==> config.mk <==
export PLATFORM = sky130hd
export DESIGN_NAME = bcp_top
export DESIGN_NICKNAME = d
export VERILOG_FILES = /design/src/inc/bcp_pkg.sv /design/src/rtl/bcp_sync.sv /design/src/rtl/bcp_top.sv
export SDC_FILE = /design/constraint.sdc
export NUM_CORES = 1
export LEC_CHECK = 0
export BUFFER_PORTS_ARGS = -buffer_cell sky130_fd_sc_hd__buf_2
export CORE_MARGIN = 10
export CORE_UTILIZATION = 50
export DETAILED_ROUTE_END_ITERATION = 7
export PLACE_DENSITY = 0.73
export SKIP_CTS_REPAIR_TIMING = 1
export SYNTH_ARGS = -nofsm -noshare
export SYNTH_HDL_FRONTEND = slang
export SYNTH_SLANG_ARGS = --single-unit
==> constraint.sdc <==
create_clock -name pclk -period 2.9 [get_ports pclk]
set_input_delay 0.435 -clock pclk [delete_from_list [all_inputs] [get_ports pclk]]
set_output_delay 0.435 -clock pclk [all_outputs]
set_load 0.005 [all_outputs]
==> src/inc/bcp_pkg.sv <==
// constants, state codes and register map for the buck control sequencer
`default_nettype none
package bcp_pkg;

  // clock rate
  localparam int CLK_MHZ = 250;

  // times in their own units, cycle counts derived at the clock rate
  localparam int SS_TIME_US     = 1200;
  localparam int SS_CYC         = SS_TIME_US * CLK_MHZ;
  localparam int REF_STEPS      = 256;
  localparam int SS_STEP_CYC    = SS_CYC / REF_STEPS;
  localparam int PG_DELAY_US    = 64;
  localparam int PG_DELAY_CYC   = PG_DELAY_US * CLK_MHZ;
  localparam int UV_DELAY_US    = 32;
  localparam int UV_DELAY_CYC   = UV_DELAY_US * CLK_MHZ;
  localparam int UV_MASK_US     = 2000;
  localparam int UV_MASK_CYC    = UV_MASK_US * CLK_MHZ;
  localparam int NEG_RETRY_NS   = 400;
  localparam int NEG_RETRY_CYC  = (NEG_RETRY_NS * CLK_MHZ + 999) / 1000;
  localparam int DEAD_NS        = 20;
  localparam int DEAD_CYC       = (DEAD_NS * CLK_MHZ + 999) / 1000;

  // synchronised input vector layout
  localparam int IN_EN_ON       = 0;
  localparam int IN_EN_HIGH     = 1;
  localparam int IN_FB_LOW      = 2;
  localparam int IN_FB_PG_IN    = 3;
  localparam int IN_FB_PG_OUT   = 4;
  localparam int IN_FB_OV       = 5;
  localparam int IN_FB_UV       = 6;
  localparam int IN_OUTPUT_SENSE_PIN_ABS    = 7;
  localparam int IN_I_TRIP      = 8;
  localparam int IN_I_REV       = 9;
  localparam int IN_I_ZERO      = 10;
  localparam int IN_ONT_DONE    = 11;
  localparam int IN_LOCKOUT     = 12;
  localparam int IN_OTP         = 13;
  localparam int IN_PG_PIN      = 14;
  localparam int IN_W           = 15;

  // register map, byte addresses
  localparam logic [11:0] ADDR_CTRL   = 12'h000;
  localparam logic [11:0] ADDR_STATUS = 12'h004;
  localparam logic [11:0] ADDR_REF    = 12'h008;
  localparam int          CTRL_RUN    = 0;
  localparam logic        CTRL_RUN_RST = 1'b1;

  // status fields
  localparam int ST_SW_LSB   = 0;
  localparam int ST_PG       = 3;
  localparam int ST_UV       = 4;
  localparam int ST_OV       = 5;
  localparam int ST_OTP      = 6;
  localparam int ST_LOCK     = 7;
  localparam int ST_SS_DONE  = 8;
  localparam int ST_FORCED   = 9;
  localparam int ST_EN       = 10;
  localparam int ST_PG_PIN   = 11;

  // switching sequence, gray along idle-dead-high-dead-low
  typedef enum logic [2:0] {
    SW_IDLE   = 3'h0,
    SW_DEAD_H = 3'h1,
    SW_HIGH   = 3'h3,
    SW_DEAD_L = 3'h2,
    SW_LOW    = 3'h6,
    SW_NEGOFF = 3'h7
  } bcp_sw_t;

endpackage : bcp_pkg
`default_nettype wire

==> src/rtl/bcp_sync.sv <==
// two-flop synchronisers for asynchronous comparator and pin inputs
`timescale 1ns/100ps
`default_nettype none
module bcp_sync #(
  parameter int W = 1
) (
  input  wire logic         pclk,
  input  wire logic         presetn,
  input  wire logic [W-1:0] async_in,
  output var  logic [W-1:0] sync_out
);

  typedef struct packed {
    logic [W-1:0] meta;
    logic [W-1:0] stable;
  } bcp_sync_state_t;

  bcp_sync_state_t r;
  bcp_sync_state_t next_r;

  // meta stage feeds only the stable stage
  genvar i;
  generate
    for (i = 0; i < W; i++) begin : g_bit
      always_comb begin
        next_r.meta[i]   = async_in[i];
        next_r.stable[i] = r.meta[i];
      end
    end
  endgenerate

  always_ff @(posedge pclk or negedge presetn) begin
    if (!presetn) begin
      r <= '0;
    end else begin
      r <= next_r;
    end
  end

  assign sync_out = r.stable;

endmodule : bcp_sync
`default_nettype wire

==> src/rtl/bcp_top.sv <==
// control and protection sequencer for a synchronous buck stage
`timescale 1ns/100ps
`default_nettype none
module bcp_top
#(
  parameter logic [19:0] SS_STEP   = 20'(bcp_pkg::SS_STEP_CYC),
  parameter logic [19:0] PG_DELAY  = 20'(bcp_pkg::PG_DELAY_CYC),
  parameter logic [19:0] UV_DELAY  = 20'(bcp_pkg::UV_DELAY_CYC),
  parameter logic [19:0] UV_MASK   = 20'(bcp_pkg::UV_MASK_CYC)
) (
  input  wire logic        pclk,
  input  wire logic        presetn,
  input  wire logic        psel,
  input  wire logic        penable,
  input  wire logic        pwrite,
  input  wire logic [11:0] paddr,
  input  wire logic [31:0] pwdata,
  input  wire logic [3:0]  pstrb,
  output var  logic [31:0] prdata,
  output var  logic        pready,
  output var  logic        pslverr,
  input  wire logic        enable_mode_select_pin_on,
  input  wire logic        enable_mode_select_pin_high,
  input  wire logic        feedback_voltage_below_ref,
  input  wire logic        feedback_voltage_in_window,
  input  wire logic        feedback_voltage_out_band,
  input  wire logic        feedback_voltage_over,
  input  wire logic        feedback_voltage_under,
  input  wire logic        output_sense_pin_over,
  input  wire logic        valley_current_limit,
  input  wire logic        reverse_current_limit,
  input  wire logic        switch_node_zero,
  input  wire logic        ontime_expired,
  input  wire logic        bias_supply_lockout,
  input  wire logic        over_temperature,
  input  wire logic        output_in_regulation_flag_i,
  output var  logic        output_in_regulation_flag_o,
  output var  logic        output_in_regulation_flag_oe,
  output var  logic        high_gate_drive,
  output var  logic        low_gate_drive,
  output var  logic        discharge_enable,
  output var  logic        ontime_start,
  output var  logic [7:0]  soft_start_ref
);
  import bcp_pkg::*;
  //////////////////////////////////////////////////////////////////////////
  // state
  typedef struct packed {
    bcp_sw_t     sw;
    logic [7:0]  swc;
    logic [7:0]  ref_code;
    logic [19:0] ss_cnt;
    logic        ss_done;
    logic [19:0] pg_cnt;
    logic        pg;
    logic [19:0] uvm_cnt;
    logic        uv_armed;
    logic [19:0] uv_cnt;
    logic        uv_latched;
    logic        hi;
    logic        lo;
    logic        dis;
    logic        trig;
    logic        pg_level;
    logic        pg_pull;
    logic        run_allow;
    logic        pready;
    logic        pslverr;
    logic [31:0] prdata;
  } bcp_top_state_t;

  bcp_top_state_t r;
  bcp_top_state_t next_r;

  localparam logic [7:0] DEAD_C = 8'(DEAD_CYC);
  localparam logic [7:0] NEG_C  = 8'(NEG_RETRY_CYC);

  //////////////////////////////////////////////////////////////////////////
  // input synchronisation
  logic [IN_W-1:0] raw;
  logic [IN_W-1:0] s;

  assign raw = {output_in_regulation_flag_i, over_temperature,
                bias_supply_lockout, ontime_expired, switch_node_zero,
                reverse_current_limit, valley_current_limit,
                output_sense_pin_over, feedback_voltage_under,
                feedback_voltage_over, feedback_voltage_out_band,
                feedback_voltage_in_window, feedback_voltage_below_ref,
                enable_mode_select_pin_high, enable_mode_select_pin_on};

  bcp_sync #(
    .W        (IN_W)
  ) u_sync (
    .pclk     (pclk),
    .presetn  (presetn),
    .async_in (raw),
    .sync_out (s)
  );

  logic en;
  logic forced;
  logic lock;
  logic otp;
  logic overvoltage_fault;
  logic vabs;
  logic active;
  logic halt;
  logic start_ok;
  logic acc;
  logic [31:0] status;

  assign en     = s[IN_EN_ON];
  assign forced = s[IN_EN_ON] & ~s[IN_EN_HIGH];
  assign lock   = s[IN_LOCKOUT];
  assign otp    = s[IN_OTP];
  assign overvoltage_fault    = s[IN_FB_OV];
  assign vabs   = s[IN_OUTPUT_SENSE_PIN_ABS];
  assign acc    = psel & penable & ~r.pready;

  // lockout acts as reset, restart follows
  assign active = en & ~lock;
  assign halt   = ~active | otp | r.uv_latched | ~r.run_allow;

  // feedback low and current under limit
  // valley limit postpones the next on
  assign start_ok = s[IN_FB_LOW] & ~s[IN_I_TRIP] & ~vabs & ~overvoltage_fault;

  always_comb begin
    status = '0;
    status[ST_SW_LSB +: 3] = r.sw;
    status[ST_PG]      = r.pg;
    status[ST_UV]      = r.uv_latched;
    status[ST_OV]      = overvoltage_fault;
    status[ST_OTP]     = otp;
    status[ST_LOCK]    = lock;
    status[ST_SS_DONE] = r.ss_done;
    status[ST_FORCED]  = forced;
    status[ST_EN]      = en;
    status[ST_PG_PIN]  = s[IN_PG_PIN];
  end

  //////////////////////////////////////////////////////////////////////////
  // next state
  always_comb begin
    next_r      = r;
    next_r.trig = 1'b0;

    // apb: one wait cycle, answer registered
    next_r.pready  = acc;
    next_r.pslverr = 1'b0;
    next_r.prdata  = '0;
    if (acc) begin
      unique case (paddr)
        ADDR_CTRL:   next_r.prdata[CTRL_RUN] = r.run_allow;
        ADDR_STATUS: next_r.prdata = status;
        ADDR_REF:    next_r.prdata[7:0] = r.ref_code;
        default:     next_r.pslverr = 1'b1;
      endcase
    end
    if (psel && penable && r.pready && pwrite && paddr == ADDR_CTRL &&
        pstrb[0]) begin
      next_r.run_allow = pwdata[CTRL_RUN];
    end

    if (!active) begin
      // disable or lockout clears the latch
      next_r.ss_cnt     = '0;
      next_r.ref_code   = '0;
      next_r.ss_done    = 1'b0;
      next_r.pg_cnt     = '0;
      next_r.pg         = 1'b0;
      next_r.uvm_cnt    = '0;
      next_r.uv_armed   = 1'b0;
      next_r.uv_cnt     = '0;
      next_r.uv_latched = 1'b0;
    end else begin
      if (!r.ss_done) begin
        if (r.ss_cnt >= SS_STEP - 20'h1) begin
          next_r.ss_cnt = '0;
          if (r.ref_code == 8'hff) begin
            next_r.ss_done = 1'b1;
          end else begin
            next_r.ref_code = r.ref_code + 8'h1;
          end
        end else begin
          next_r.ss_cnt = r.ss_cnt + 20'h1;
        end
      end

      if (!r.uv_armed) begin
        if (r.uvm_cnt >= UV_MASK - 20'h1) begin
          next_r.uv_armed = 1'b1;
        end else begin
          next_r.uvm_cnt = r.uvm_cnt + 20'h1;
        end
      end

      if (r.uv_armed && s[IN_FB_UV] && !r.uv_latched) begin
        if (r.uv_cnt >= UV_DELAY - 20'h1) begin
          next_r.uv_latched = 1'b1;
        end else begin
          next_r.uv_cnt = r.uv_cnt + 20'h1;
        end
      end else if (!s[IN_FB_UV]) begin
        next_r.uv_cnt = '0;
      end

      if (!r.ss_done || s[IN_FB_PG_OUT] || r.uv_latched || overvoltage_fault || otp) begin
        next_r.pg     = 1'b0;
        next_r.pg_cnt = '0;
      end else if (!r.pg) begin
        if (!s[IN_FB_PG_IN]) begin
          next_r.pg_cnt = '0;
        end else if (r.pg_cnt >= PG_DELAY - 20'h1) begin
          next_r.pg = 1'b1;
        end else begin
          next_r.pg_cnt = r.pg_cnt + 20'h1;
        end
      end
    end

    //////////////////////////////////////////////////////////////////////
    // switching sequence
    if (r.swc != 8'h0) begin
      next_r.swc = r.swc - 8'h1;
    end
    if (halt) begin
      next_r.sw  = SW_IDLE;
      next_r.swc = DEAD_C;
    end else begin
      unique case (r.sw)
        SW_IDLE: begin
          // overvoltage forces low on, after dead time
          if (overvoltage_fault) begin
            next_r.sw = SW_DEAD_L;
          end else if (start_ok) begin
            next_r.sw  = SW_DEAD_H;
            next_r.swc = DEAD_C;
          end
        end
        SW_DEAD_H: begin
          if (overvoltage_fault) begin
            next_r.sw = SW_DEAD_L;
          end else if (r.swc == 8'h0 && !vabs) begin
            // cycle opens with high side on
            next_r.sw   = SW_HIGH;
            next_r.trig = 1'b1;
          end
        end
        SW_HIGH: begin
          if (s[IN_ONT_DONE] || overvoltage_fault || vabs) begin
            next_r.sw  = SW_DEAD_L;
            next_r.swc = DEAD_C;
          end
        end
        SW_DEAD_L: begin
          if (r.swc == 8'h0) begin
            next_r.sw = SW_LOW;
          end
        end
        SW_LOW: begin
          if (overvoltage_fault) begin
            next_r.sw = SW_LOW;
          // reverse limit only in forced mode
          end else if (forced && s[IN_I_REV]) begin
            next_r.sw  = SW_NEGOFF;
            next_r.swc = NEG_C;
          // skip mode stops at zero current
          end else if (!forced && s[IN_I_ZERO]) begin
            next_r.sw = SW_IDLE;
          // target reached: low off, high next
          end else if (start_ok) begin
            next_r.sw  = SW_DEAD_H;
            next_r.swc = DEAD_C;
          end
        end
        SW_NEGOFF: begin
          if (overvoltage_fault) begin
            next_r.sw = SW_LOW;
          end else if (start_ok) begin
            next_r.sw  = SW_DEAD_H;
            next_r.swc = DEAD_C;
          // low back on after retry gap
          end else if (r.swc == 8'h0) begin
            next_r.sw = SW_LOW;
          end
        end
        default: begin
          next_r.sw = SW_IDLE;
        end
      endcase
    end

    next_r.hi = (next_r.sw == SW_HIGH);
    next_r.lo = (next_r.sw == SW_LOW);
    // discharge on disable, lockout, overtemperature, feedback overvoltage or latched undervoltage
    next_r.dis = ~en | lock | otp | overvoltage_fault | r.uv_latched;
    // open drain pin only ever pulls low
    next_r.pg_level = 1'b0;
    next_r.pg_pull  = ~next_r.pg;
  end

  //////////////////////////////////////////////////////////////////////////
  // registers
  always_ff @(posedge pclk or negedge presetn) begin
    if (!presetn) begin
      r           <= '0;
      r.sw        <= SW_IDLE;
      r.run_allow <= CTRL_RUN_RST;
      r.pg_pull   <= 1'b1;
    end else begin
      r <= next_r;
    end
  end

  //////////////////////////////////////////////////////////////////////////
  // outputs
  assign prdata                       = r.prdata;
  assign pready                       = r.pready;
  assign pslverr                      = r.pslverr;
  assign high_gate_drive              = r.hi;
  assign low_gate_drive               = r.lo;
  assign discharge_enable             = r.dis;
  assign ontime_start                 = r.trig;
  assign soft_start_ref               = r.ref_code;
  assign output_in_regulation_flag_o  = r.pg_level;
  assign output_in_regulation_flag_oe = r.pg_pull;

endmodule : bcp_top
`default_nettype wire

Word level (Yosys, flattened, before mapping)
Index checks and enable logic that the tools add are counted.
{"block": "word_totals", "reg_bits": 173, "in_bits": 68, "word_cells": 157}
{"block": "op_classes", "addsub": 6, "order_cmp": 4, "eq_ne": 21, "mux": 50, "bitwise": 24, "n_reduce_logical": 30}
{"op": "$mux W20", "n": 7}
{"op": "$mux W92", "n": 1}
{"op": "$add A20 B1 Y20 const B", "n": 4}
{"op": "$mux W8", "n": 8}
{"op": "$mux W21", "n": 3}
{"op": "$mux W11", "n": 4}
{"op": "$mux W33", "n": 1}
{"op": "$pmux W8 S4", "n": 1}
{"op": "$mux W29", "n": 1}
{"op": "$mux W3", "n": 8}
{"op": "$ge A20 B11 Y1 const B", "n": 1}
{"op": "$ge A20 B13 Y1 const B", "n": 1}
{"op": "$ge A20 B14 Y1 const B", "n": 1}
{"op": "$ge A20 B19 Y1 const B", "n": 1}
{"op": "$pmux W3 S6", "n": 1}
{"op": "$pmux W7 S2", "n": 1}
{"op": "$eq A12 B3 Y1 const B", "n": 1}
{"op": "$eq A12 B4 Y1 const B", "n": 1}
{"op": "$logic_not A12 Y1", "n": 1}
{"op": "$mux W1", "n": 12}
{"op": "$logic_and A1 B1 Y1", "n": 10}
{"op": "$not A1 Y1", "n": 10}
{"op": "$eq A3 B2 Y1 const B", "n": 3}
{"op": "$eq A3 B3 Y1 const B", "n": 3}
{"op": "other kinds (21)", "n": 50}

Depth between registers and ports, before layout
Gate-level depths: netlist of the first run.
{"block": "depth", "depth_word": 11, "mapped_depth": 9}

By module
Synthesis of the first run repeated with hierarchy kept, for this count alone.
{"block": "unflattened", "hier_cells": 728, "hier_area_um2": 7194.4}
{"module": "bcp_top", "instances": 1, "cells_per_inst": 698, "area_each_um2": 6443.7, "seq_area_each_um2": 3080.5}
{"module": "bcp_sync", "instances": 1, "cells_per_inst": 30, "area_each_um2": 750.7, "seq_area_each_um2": 750.7}

Least setup slack after synthesis of the first run
No wires, ideal clock.
{"block": "synth_timing", "path_type": "reg2reg", "start": "reg r[42] (netlist name)", "end": "reg r[52] (netlist name)", "setup_ns": 0.110, "t_arrival_ns": 2.018, "required_time_ns": 2.790, "setup_slack_ns": 0.772, "path_stages_with_launch": 7, "synth_period_minus_slack_ns": 2.128, "cell_sequence": "dfrtp_1 ha_1 and3_1 a311oi_1 o311ai_2 a2111o_1 o41ai_1"}
{"block": "synth_via", "elab_chain_len": 4, "word_cells_on_any_way": 7, "cone_classes": "1 x add/sub; 1 x order compare; 1 x eq/ne; 3 x mux; 1 x reduce/logical"}
{"element": "start: declaration", "line": "bcp_top.sv:72", "text": "bcp_top_state_t r;"}
{"element": "start signal: assignment", "line": "bcp_top.sv:312", "text": "r <= next_r;"}
{"element": "$add A20 B1 Y20", "line": "bcp_top.sv:202", "text": "next_r.uv_cnt = r.uv_cnt + 20'h1;"}
{"element": "$mux W20", "line": "bcp_top.sv:199", "text": "if (r.uv_cnt >= UV_DELAY - 20'h1) begin"}
{"element": "$mux W20", "line": "bcp_top.sv:198", "text": "if (r.uv_armed && s[IN_FB_UV] && !r.uv_latched) begin"}
{"element": "$mux W92", "line": "bcp_top.sv:165", "text": "if (!active) begin"}
Several ways; a longest one is shown, not always the timed one. The select of a mux whose other input is x is not followed.
A chain may end at the register's enable or synchronous reset.

Worst setup path after layout of the first run
Same ends and word-level chain as after synthesis.

==> results of run 1 <==
[through the flow]
step                area [µm²]  total power, mW
finish                    8150             4.57
global route              8150             4.74
CTS                       8140             4.62
detailed placement        7520             2.35
global placement          7520             2.35
floorplan                 7320             2.28
[registers in the layout, summed over array words and instances, names as in the netlist]
name and flops:
pready 1, discharge_enable 1, output_in_regulation_flag_oe 1, pslverr 1, r 96, u_sync.sync_out 15
soft_start_ref 8, low_gate_drive 1, high_gate_drive 1, u_sync.next_r 15, ontime_start 1, prdata 12
[layout make-up]
type | count | area [µm²] | share of cell area (%)
inverter | 14 | 52.6 | 0.645
multi-input combinational | 509 | 3010 | 36.9
tap | 180 | 225 | 2.76
clock inverter | 11 | 145 | 1.78
sequential | 153 | 3830 | 47.0
clock buffer | 21 | 470 | 5.77
timing repair buffer | 73 | 419 | 5.14
[worst paths after layout]
| kind | start | end | cells after the start |
|---|---|---|---|
| max | r[42] | r[52] | 6 |
| min | feedback_voltage_in_window | u_sync.next_r[3] | 1 |
| max reg2reg | r[42] | r[52] | 6 |
| min reg2reg | u_sync.next_r[5] | u_sync.sync_out[5] | 0 |
| max in group asynchronous | presetn | output_in_regulation_flag_oe | 3 |
| min in group asynchronous | presetn | ontime_start | 2 |
[critical path, cell delays in order, from the launching register on]
cell      delay (ns)
dfrtp_1         0.40
ha_1            0.24
and3_1          0.20
a311oi_1        0.39
o311ai_2        0.40
a2111o_1        0.54
o41ai_1         0.26
[cells in the final DEF (no fill, tap or decap), types with 8 or more instances in the layout]
cell	instances
a21oi_1	39
o21ai_0	29
conb_1	21
nand4_1	16
nor2_1	83
buf_2	59
xor2_1	19
nand3_1	33
xnor2_1	19
dfrtp_1	151
and2_1	9
buf_4	11
inv_1	14
clkbuf_16	17
nand2_1	49
a31oi_1	9
nor4_1	14
a22oi_1	8
ha_1	8
or3_1	9
nor3_1	24
and3_1	37
[metal layers]
layer  GRT usage, %  share of wire (%)
met1           19.5                 44
met2           24.5                 48
met3           4.63                6.2
met4           5.54                1.4
met5              0                  0
[power breakdown]
group	internal, mW	switching (mW)	total, mW
logic	0.0404	0.0937	0.134
clock network	1.42	0.838	2.26
registers	2.16	0.0188	2.18
total	3.62	0.950	4.57
[logic make-up (layout without fill, tap and decap cells)]
| family | count (synthesis) | after routing |
|---|---|---|
| xor+xnor | 38 | 38 |
| flops | 153 | 153 |
| buf+inv | 87 | 119 |
| fa+ha+maj | 8 | 8 |
| simple gates | 316 | 316 |
| compound gates | 124 | 124 |
| mux | 2 | 2 |
| other cells | 1 | 21 |
==> summary.md, run 1 <==
| Metric | Value |
|---|---|
| Status | `complete, no violations` |
| Cell taking the most area after synthesis | `dfrtp_1` |
| Number of H-tree levels | `4` |
| # setup viols final | `0` |
| P_leak | `3.68 nW` |
| Reg2Reg Setup Slack | `0.35 ns` |
| Most common cell in the synthesized netlist | `dfrtp_1` |
| Layout Utilization | `58.0%` |
| Post-synthesis xor/xnor area fraction | `4.59%` |
| Number of global-route vias before repair | `5,332` |
| Critical Path Sink Type | `flip-flop` |
| Simple-gate area share of the yosys netlist | `a little under a quarter` |
| Initial antenna violation count | `0` |
| Core footprint | `14,000 µm²` |
| Mapped Avg Cell Area | `roughly 10 µm²` |
| Antenna Nets Post-Route | `0` |
| Library cells used by synthesis | `64` |
| FF+latch count, synth | `~150` |
| Max_slew headroom | `28.7%` |
| Yosys warnings | `0` |
| Least-Margin Pin Slew | `1.07 ns` |
| Synth async-reset ratio | `100%` |
| Maximum clock frequency | `around 390 MHz` |
| Setup CP Type | `flip-flop to flip-flop` |
| DRC | `0` |
| Gr ovfl total | `0` |
| Area contributors post-synth | `dfrtp_1, nor2_1, buf_4, and3_1, a21oi_1` |
| Num CTS Buffers | `17` |
| RSZ-0062 raised after global routing | `no` |
| Post-place setup slack | `0.336 ns` |
| Final wirelength | `15.1 mm` |
| Routability congestion estimate | `0.894` |
| Drt wl/cell | `15.8 µm` |
| Max-cap violations | `0` |
| Pwr Density | `561 nW/µm²` |
| Via Count | `5,431` |
| Slew Limit Fails | `0` |
| Setup_tns | `0 ns` |
| Clock Skew | `0.0103 ns` |
| Initial drt markers | `426` |
| VDD IR-drop max | `418 µV` |
| IO Pins | `116` |
| Gr usage total | `15.4%` |
| Required @ worst endpoint | `between 3 and 4 ns` |
| Drt first pass iters | `5` |
| Mux contribution to synthesized area | `less than 1%` |
| Nets | `844` |
| First-pass GRT wire length | `25.9 mm` |
| Number of synthesized flops with an enable pin | `0` |
| Crit path DAT | `between 2 and 3 ns` |
| Compound-Gate Fraction of Synth Area | `11.3%` |
| Most frequent cells after synthesis | `dfrtp_1, nor2_1, nand2_1` |
| Hold Vio Cnt, Final | `0` |
| WHS | `0.122 ns` |
| Die Y-Extent | `around 140 µm` |
| Area grow syn2layout | `12.4%` |
| PnR worst setup slack | `0.352 ns` |
| Hold Crit Class | `input port to flip-flop` |
| Syn Inst Count | `729` |
| Mapped cell area | `7250 µm²` |
| CP startpoint kind | `flip-flop` |
| TritonCTS clock tree | `built` |
| Seq/Total Area, Yosys | `a little over half` |
| Clock-pin slew on the worst setup and hold paths | `0.06 ns` |
| CP max FO | `17` |
| Antenna diodes | `0` |
| Die X | `140 µm` |
| Non-Filler Instances | `~960` |
| Synth Area in Adders | `under 10%` |
| CTS Buffer Depth | `2` |
| Number of fill cells in the layout | `1,157` |
| Fraction of layout cells with a size suffix above 1 | `16.3%` |
| Largest family of logic cells by synthesized area | `simple AND/OR/NAND/NOR gates` |
| DP Cell Count | `about 930` |
| Via density | `5.65` |
| Clk Latency, worst-skew pair | `0.42 ns` |
| Initial Util | `between 50 and 60%` |
| # port buffers | `60` |
| Largest net degree at the start of global routing | `75` |
| Site Rows | `43` |
| Hpwl dp | `~10 mm` |
| Clk sinks | `153` |
| Final Critical Period | `2.55 ns` |
| Synth top area share | `around 52%` |
| Final Cycle Share | `87.9%` |
| Die area | `19,700 µm²` |
| Clock Tree Root | `clkbuf_16` |
| Dominant synthesized flop cell | `dfrtp_1` |
No activity file was read; power rests on OpenSTA's default activity.
==> run 2: changes to the inputs <==
Settings changed: ABC_AREA set to 1, PLACE_DENSITY 0.73 to 0.72.
==> summary.md, run 2 <==
| Metric | Value |
|---|---|
| Busiest layer in global routing | `met2` |
| Largest Register | `r` |
| Mapped Avg Cell Area | `8.25 µm²` |
| Most frequent cells after synthesis | `nand2_1, dfrtp_1, nor2_1` |
| Final Critical Period | `2.10 ns` |
| Reg-to-Reg Start | `u_sync.sync_out[0]` |
| Area of the multi-input gates | `~3200 µm²` |
| Hold Vio Cnt, Final | `0` |
| DP Cell Count | `1,184` |
| Initial drt markers | `~500` |
| Library cells used by synthesis | `46` |
| Seq/Total Area, Yosys | `49.1%` |
| Most frequent cells in the layout | `nand2_1, dfrtp_1, nor2_1, inv_1` |
| Required @ worst endpoint | `about 3.2 ns` |
| Number of global-route vias before repair | `5,673` |
| Drt first pass iters | `5` |
| Least-Margin Pin Slew | `0.592 ns` |
| Slowest cell on the critical path | `dfrtp_1` |
| Clock-pin slew on the worst setup and hold paths | `0.07 ns` |
| Routability congestion estimate | `0.902` |
| Largest net degree at the start of global routing | `67` |
| Max-cap violations | `0` |
| Gr ovfl total | `0` |
| FF+latch count, synth | `around 150` |
| CP Launch Point | `u_sync.sync_out[0]` |
| Switching share of power | `23.3%` |
| Setup_tns | `0 ns` |
| Gr usage total | `16.0%` |
| WP buf/inv | `2` |
| Nets | `1,069` |
| Slew Limit Fails | `0` |
| VDD IR-drop max | `roughly 450 µV` |
| Area grow syn2layout | `11.8%` |
| Crit path DAT | `2.44 ns` |
| Synth top area share | `48.5%` |
| IO Pins | `116` |
| CTS Buffer Depth | `2` |
| Die X | `around 140 µm` |
| Final Cycle Share | `72.4%` |
| RSZ-0062 raised after global routing | `no` |
| Delay-heaviest family, CP | `simple AND/OR/NAND/NOR gates` |
| M2 GR Usage | `23.9%` |
| Dominant synthesized flop cell | `dfrtp_1` |
| Pwr Density | `roughly 540 nW/µm²` |
| P_leak | `slightly below 4 nW` |
| Largest stage delay, worst path | `0.45 ns` |
| Clock Tree Root | `clkbuf_16` |
| Largest register FFs | `96` |
| Critical hold path startpoint | `bias_supply_lockout` |
| DRC | `0` |
| Num CTS Buffers | `17` |
| Clock Skew | `about 0.010 ns` |
| Psw | `1.09 mW` |
| Hold Crit Class | `input port to flip-flop` |
| Mapped cell area | `slightly below 8000 µm²` |
| TritonCTS clock tree | `built` |
| CP max FO | `27` |
| Non-Filler Instances | `1,217` |
| Clk pwr share | `about half` |
| Number of H-tree levels | `4` |
| Setup CP Type | `flip-flop to flip-flop` |
| Fraction of layout cells with a size suffix above 1 | `14.1%` |
| Antenna Nets Post-Route | `0` |
| Maximum clock frequency | `476 MHz` |
| Antenna diodes | `0` |
| Yosys warnings | `0` |
| Cell taking the most area after synthesis | `dfrtp_1` |
| Clk sinks | `153` |
| Final Power | `4.68 mW` |
| Site Rows | `45` |
| Sequential Power Share | `a little under half` |
| Die area | `21,000 µm²` |
| Storage cell area | `~3800 µm²` |
| Die Y-Extent | `145 µm` |
| # port buffers | `60` |
| Critical Path Sink Type | `flip-flop` |
| GR met1 Demand/Resource | `22.2%` |
| Number of fill cells in the layout | `1,382` |
| Drt wl/cell | `between 10 and 15 µm` |
| Synth async-reset ratio | `100%` |
| Most common cell after layout, fill and taps aside | `nand2_1` |
| CP cell instances | `nand2_1, nor3_2, nand3_1, inv_1, nand2_4, nand2_2, inv_2, a21oi_1` |
| Via density | `5.03` |
| Number of synthesized flops with an enable pin | `0` |
| Final wirelength | `16.2 mm` |
| Met3 Use GR | `3.91%` |
| Initial Util | `51.1%` |
| Syn Inst Count | `945` |
| Initial antenna violation count | `0` |
| Most common cell in the synthesized netlist | `nand2_1` |
| Logic pwr share | `3.1%` |
| # setup viols final | `0` |
| Area contributors post-synth | `dfrtp_1, nand2_1, nor2_1, inv_1, buf_4` |
| Via Count | `~6,000` |
| Status | `complete, no violations` |
| CP startpoint kind | `flip-flop` |
| Max_slew headroom | `about three fifths` |
| Core footprint | `approximately 15,000 µm²` |
| P_int | `3.59 mW` |
| First-pass GRT wire length | `27.2 mm` |
| Hpwl dp | `roughly 12 mm` |
| Clk Latency, worst-skew pair | `0.43 ns` |
run 2: kinds of logic (layout without fill, tap and decap cells):
logic type	count (synthesis)	in the layout	synth area share [%]
compound gates	107	107	7.89
xor+xnor	31	31	3.48
fa+ha+maj	8	8	1.28
buf+inv	181	222	11.4
flops	153	153	49.1
mux	1	1	0.128
other cells	1	21	0.0481
simple gates	463	463	26.6
run 2: stage by stage:
stage / util [%] / worst slack (ns) / instance area [µm²] / hold slack, ns
final: 57.1 / 0.801 / 8710 / 0.105
after floorplan: - / 1.31 / 7870 / 0.139
after global placement: 52.9 / 0.861 / 8070 / 0.332
after detailed placement: 52.9 / 0.827 / 8070 / 0.336
after CTS: 57.0 / 0.745 / 8700 / -0.0723
after global routing: 57.1 / 0.608 / 8710 / 0.0852
run 2: path summary, 6_finish.rpt:
path | endpoint | slack [ns] | cells after the start
max | r[97] | 0.80 | 8
min | u_sync.next_r[12] | 0.10 | 1
max reg2reg | r[97] | 0.80 | 8
min reg2reg | u_sync.sync_out[8] | 0.35 | 0
max in group asynchronous | output_in_regulation_flag_oe | 1.68 | 3
min in group asynchronous | r[75] | 0.49 | 2
run 2: worst register-to-register path, delay by kind of cell (launching register included):
| family | cells | cell delay, ns |
|---|---|---|
| AOI/OAI and AO/OA | 1 | 0.16 |
| and+or+nand+nor | 5 | 1.14 |
| DFF | 1 | 0.45 |
| buffers and inverters | 2 | 0.26 |
run 2: area by class of cell:
cell class	count	area share (%)
clock inverters	15	2.37
multi-input cells	631	36.2
flip-flops and latches	153	44.0
well taps	211	3.03
clock buffers	17	4.88
inverters	123	5.30
repair buffers	67	4.29
run 2: power by group through the flow:
stage / sequential (mW) / combinational, mW / clock, mW
after floorplan: 2.21 / 0.0803 / 0
after global placement: 2.22 / 0.145 / 0
after detailed placement: 2.22 / 0.146 / 0
after CTS: 2.18 / 0.147 / 2.39
after global routing: 2.18 / 0.169 / 2.50
final: 2.18 / 0.145 / 2.36
run 2: layer usage:
| layer | part of all wire [%] | vias up |
|---|---|---|
| li1 | - | 3091 |
| met1 | 48 | 2832 |
| met2 | 44 | 167 |
| met3 | 6.4 | 26 |
| met4 | 1.5 | 0 |
| met5 | 0 | - |
==> run 3: changes to the inputs <==
Clock period 2.9 ns to 2 ns, I/O delays scaled along.
==> summary.md, run 3 (synthesis gave the netlist of run 2 again) <==
| Metric | Value |
|---|---|
| Status | `complete, no violations` |
| Number of global-route vias before repair | `5,850` |
| Antenna diodes | `0` |
| Number of H-tree levels | `4` |
| # port buffers | `60` |
| Die Y-Extent | `145 µm` |
| TritonCTS clock tree | `built` |
| Site Rows | `45` |
| Slew Limit Fails | `0` |
| Initial drt markers | `between 500 and 600` |
| Largest Register | `r` |
| Via density | `5.04` |
| Clk sinks | `approximately 150` |
| Hpwl dp | `roughly 12 mm` |
| DP Cell Count | `1,200` |
| Max-cap violations | `0` |
| Most common cell after layout, fill and taps aside | `nand2_1` |
| Hold depth | `3` |
| Required @ worst endpoint | `2.35 ns` |
| CTS Buffer Depth | `2` |
| R2R Path End | `r[97]` |
| Clock Tree Root | `clkbuf_16` |
| Final design area excluding fillers | `8950 µm²` |
| Hold Vio Cnt, Final | `0` |
| Num CTS Buffers | `17` |
| CP max FO | `20` |
| Gr ovfl total | `0` |
| Initial antenna violation count | `0` |
| Largest register FFs | `96` |
| Critical Path Sink Type | `flip-flop` |
| Die area | `21,000 µm²` |
| CP startpoint kind | `flip-flop` |
| Via Count | `6,318` |
| Reg-to-Reg Start | `r[85]` |
| Clock Skew | `0.00921 ns` |
| Area grow syn2layout | `14.8%` |
| Clock-pin slew on the worst setup and hold paths | `0.06 ns` |
| First-pass GRT wire length | `approximately 28 mm` |
| IO Pins | `116` |
| Antenna Nets Post-Route | `0` |
| DRC | `0` |
| Nets | `1,106` |
| R2R depth | `13` |
| Maximum clock frequency | `527 MHz` |
| Final Cycle Share | `95.0%` |
| Setup_tns | `0 ns` |
| Final Critical Period | `1.90 ns` |
| Pwr Density | `705 nW/µm²` |
| Largest net degree at the start of global routing | `49` |
| Gr usage total | `16.2%` |
| Die X | `145 µm` |
| Initial Util | `51.1%` |
| Crit path DAT | `2.25 ns` |
| Core footprint | `15,300 µm²` |
| Hold Path End | `r[34]` |
| Drt first pass iters | `5` |
| Setup CP Type | `flip-flop to flip-flop` |
| DP Area | `8210 µm²` |
| Reg2Reg Setup Slack | `0.10 ns` |
| P_leak | `4.05 nW` |
| Routability congestion estimate | `0.925` |
| Most frequent cells in the layout | `nand2_1, dfrtp_1, nor2_1, inv_1` |
| Drt wl/cell | `13.3 µm` |
| # setup viols final | `0` |
| Clk Latency, worst-skew pair | `around 0.43 ns` |
| VDD IR-drop max | `581 µV` |
| Fraction of layout cells with a size suffix above 1 | `between 10% and 20%` |
| Hold Crit Class | `input port to flip-flop` |
| Critical hold path startpoint | `pwdata[0]` |
| WHS | `0.111 ns` |
| Final wirelength | `16.6 mm` |
| Non-Filler Instances | `1,254` |
## run 3: cell count changes in the layout (fill, tap and decap cells not counted), sizes merged
cell         change
buf             +22
bufinv           -2
clkbuf           +6
clkinv           +3
clkinvlp         -1
dlygate4sd3     +15
inv              -6
## run 3: critical path, cell delays in order, from the launching register on
cell and delay [ns]:
dfrtp_1 0.40, ha_2 0.24, nand2_2 0.07, nor2_4 0.12
nand2_2 0.08, nand2_1 0.06, nand2_1 0.04, nand2_1 0.09
nand2_1 0.07, nand2_2 0.08, nand2_4 0.15, nand2_2 0.19
inv_2 0.10, a21oi_1 0.13
## run 3: report_power, final
group / leakage, nW / internal [mW] / switching, mW
registers: 2.04 / 3.14 / 0.0245
logic: 1.75 / 0.0890 / 0.157
clock network: 0.255 / 1.70 / 1.20
total: 4.05 / 4.93 / 1.38
## run 3: layout make-up
cell class	count	area (µm²)
Tap cell	211	264
Clock inverter	9	78.8
Timing Repair Buffer	104	702
Fill cell	1324	6310
Clock buffer	23	448
Sequential cell	153	3830
Inverter	123	462
Multi-Input combinational cell	631	3160
## run 3: layer usage
layer	routed length [µm]	share of wire (%)	track usage, %	vias up
met4	265	1.6	6.54	0
met3	1090	6.5	3.78	20
met2	7760	47	25.2	177
li1	-	-	-	3162
met1	7530	45	21.3	2959
met5	0	0	0	-
## run 3: how the worst max path moves through the flow
stage	slack, ns	end	start
global route	-0.04	r[87]	r[85]
finish	0.10	r[97]	r[85]
global placement	0.15	r[99]	r[84]
CTS	0.1	r[99]	r[84]
floorplan	0.41	r[81]	r[63]
detailed placement	0.13	r[97]	r[84]
## run 3: stage by stage
stage | utilization, % | total power, mW | setup WS [ns]
3_3_place_gp | 53.8 | 3.44 | 0.147
5_1_grt | 58.7 | 6.55 | -0.0405
6_report | 58.7 | 6.31 | 0.101
4_1_cts | 57.2 | 6.34 | 0.0950
2_1_floorplan | - | 3.33 | 0.413
3_5_place_dp | 53.8 | 3.44 | 0.128
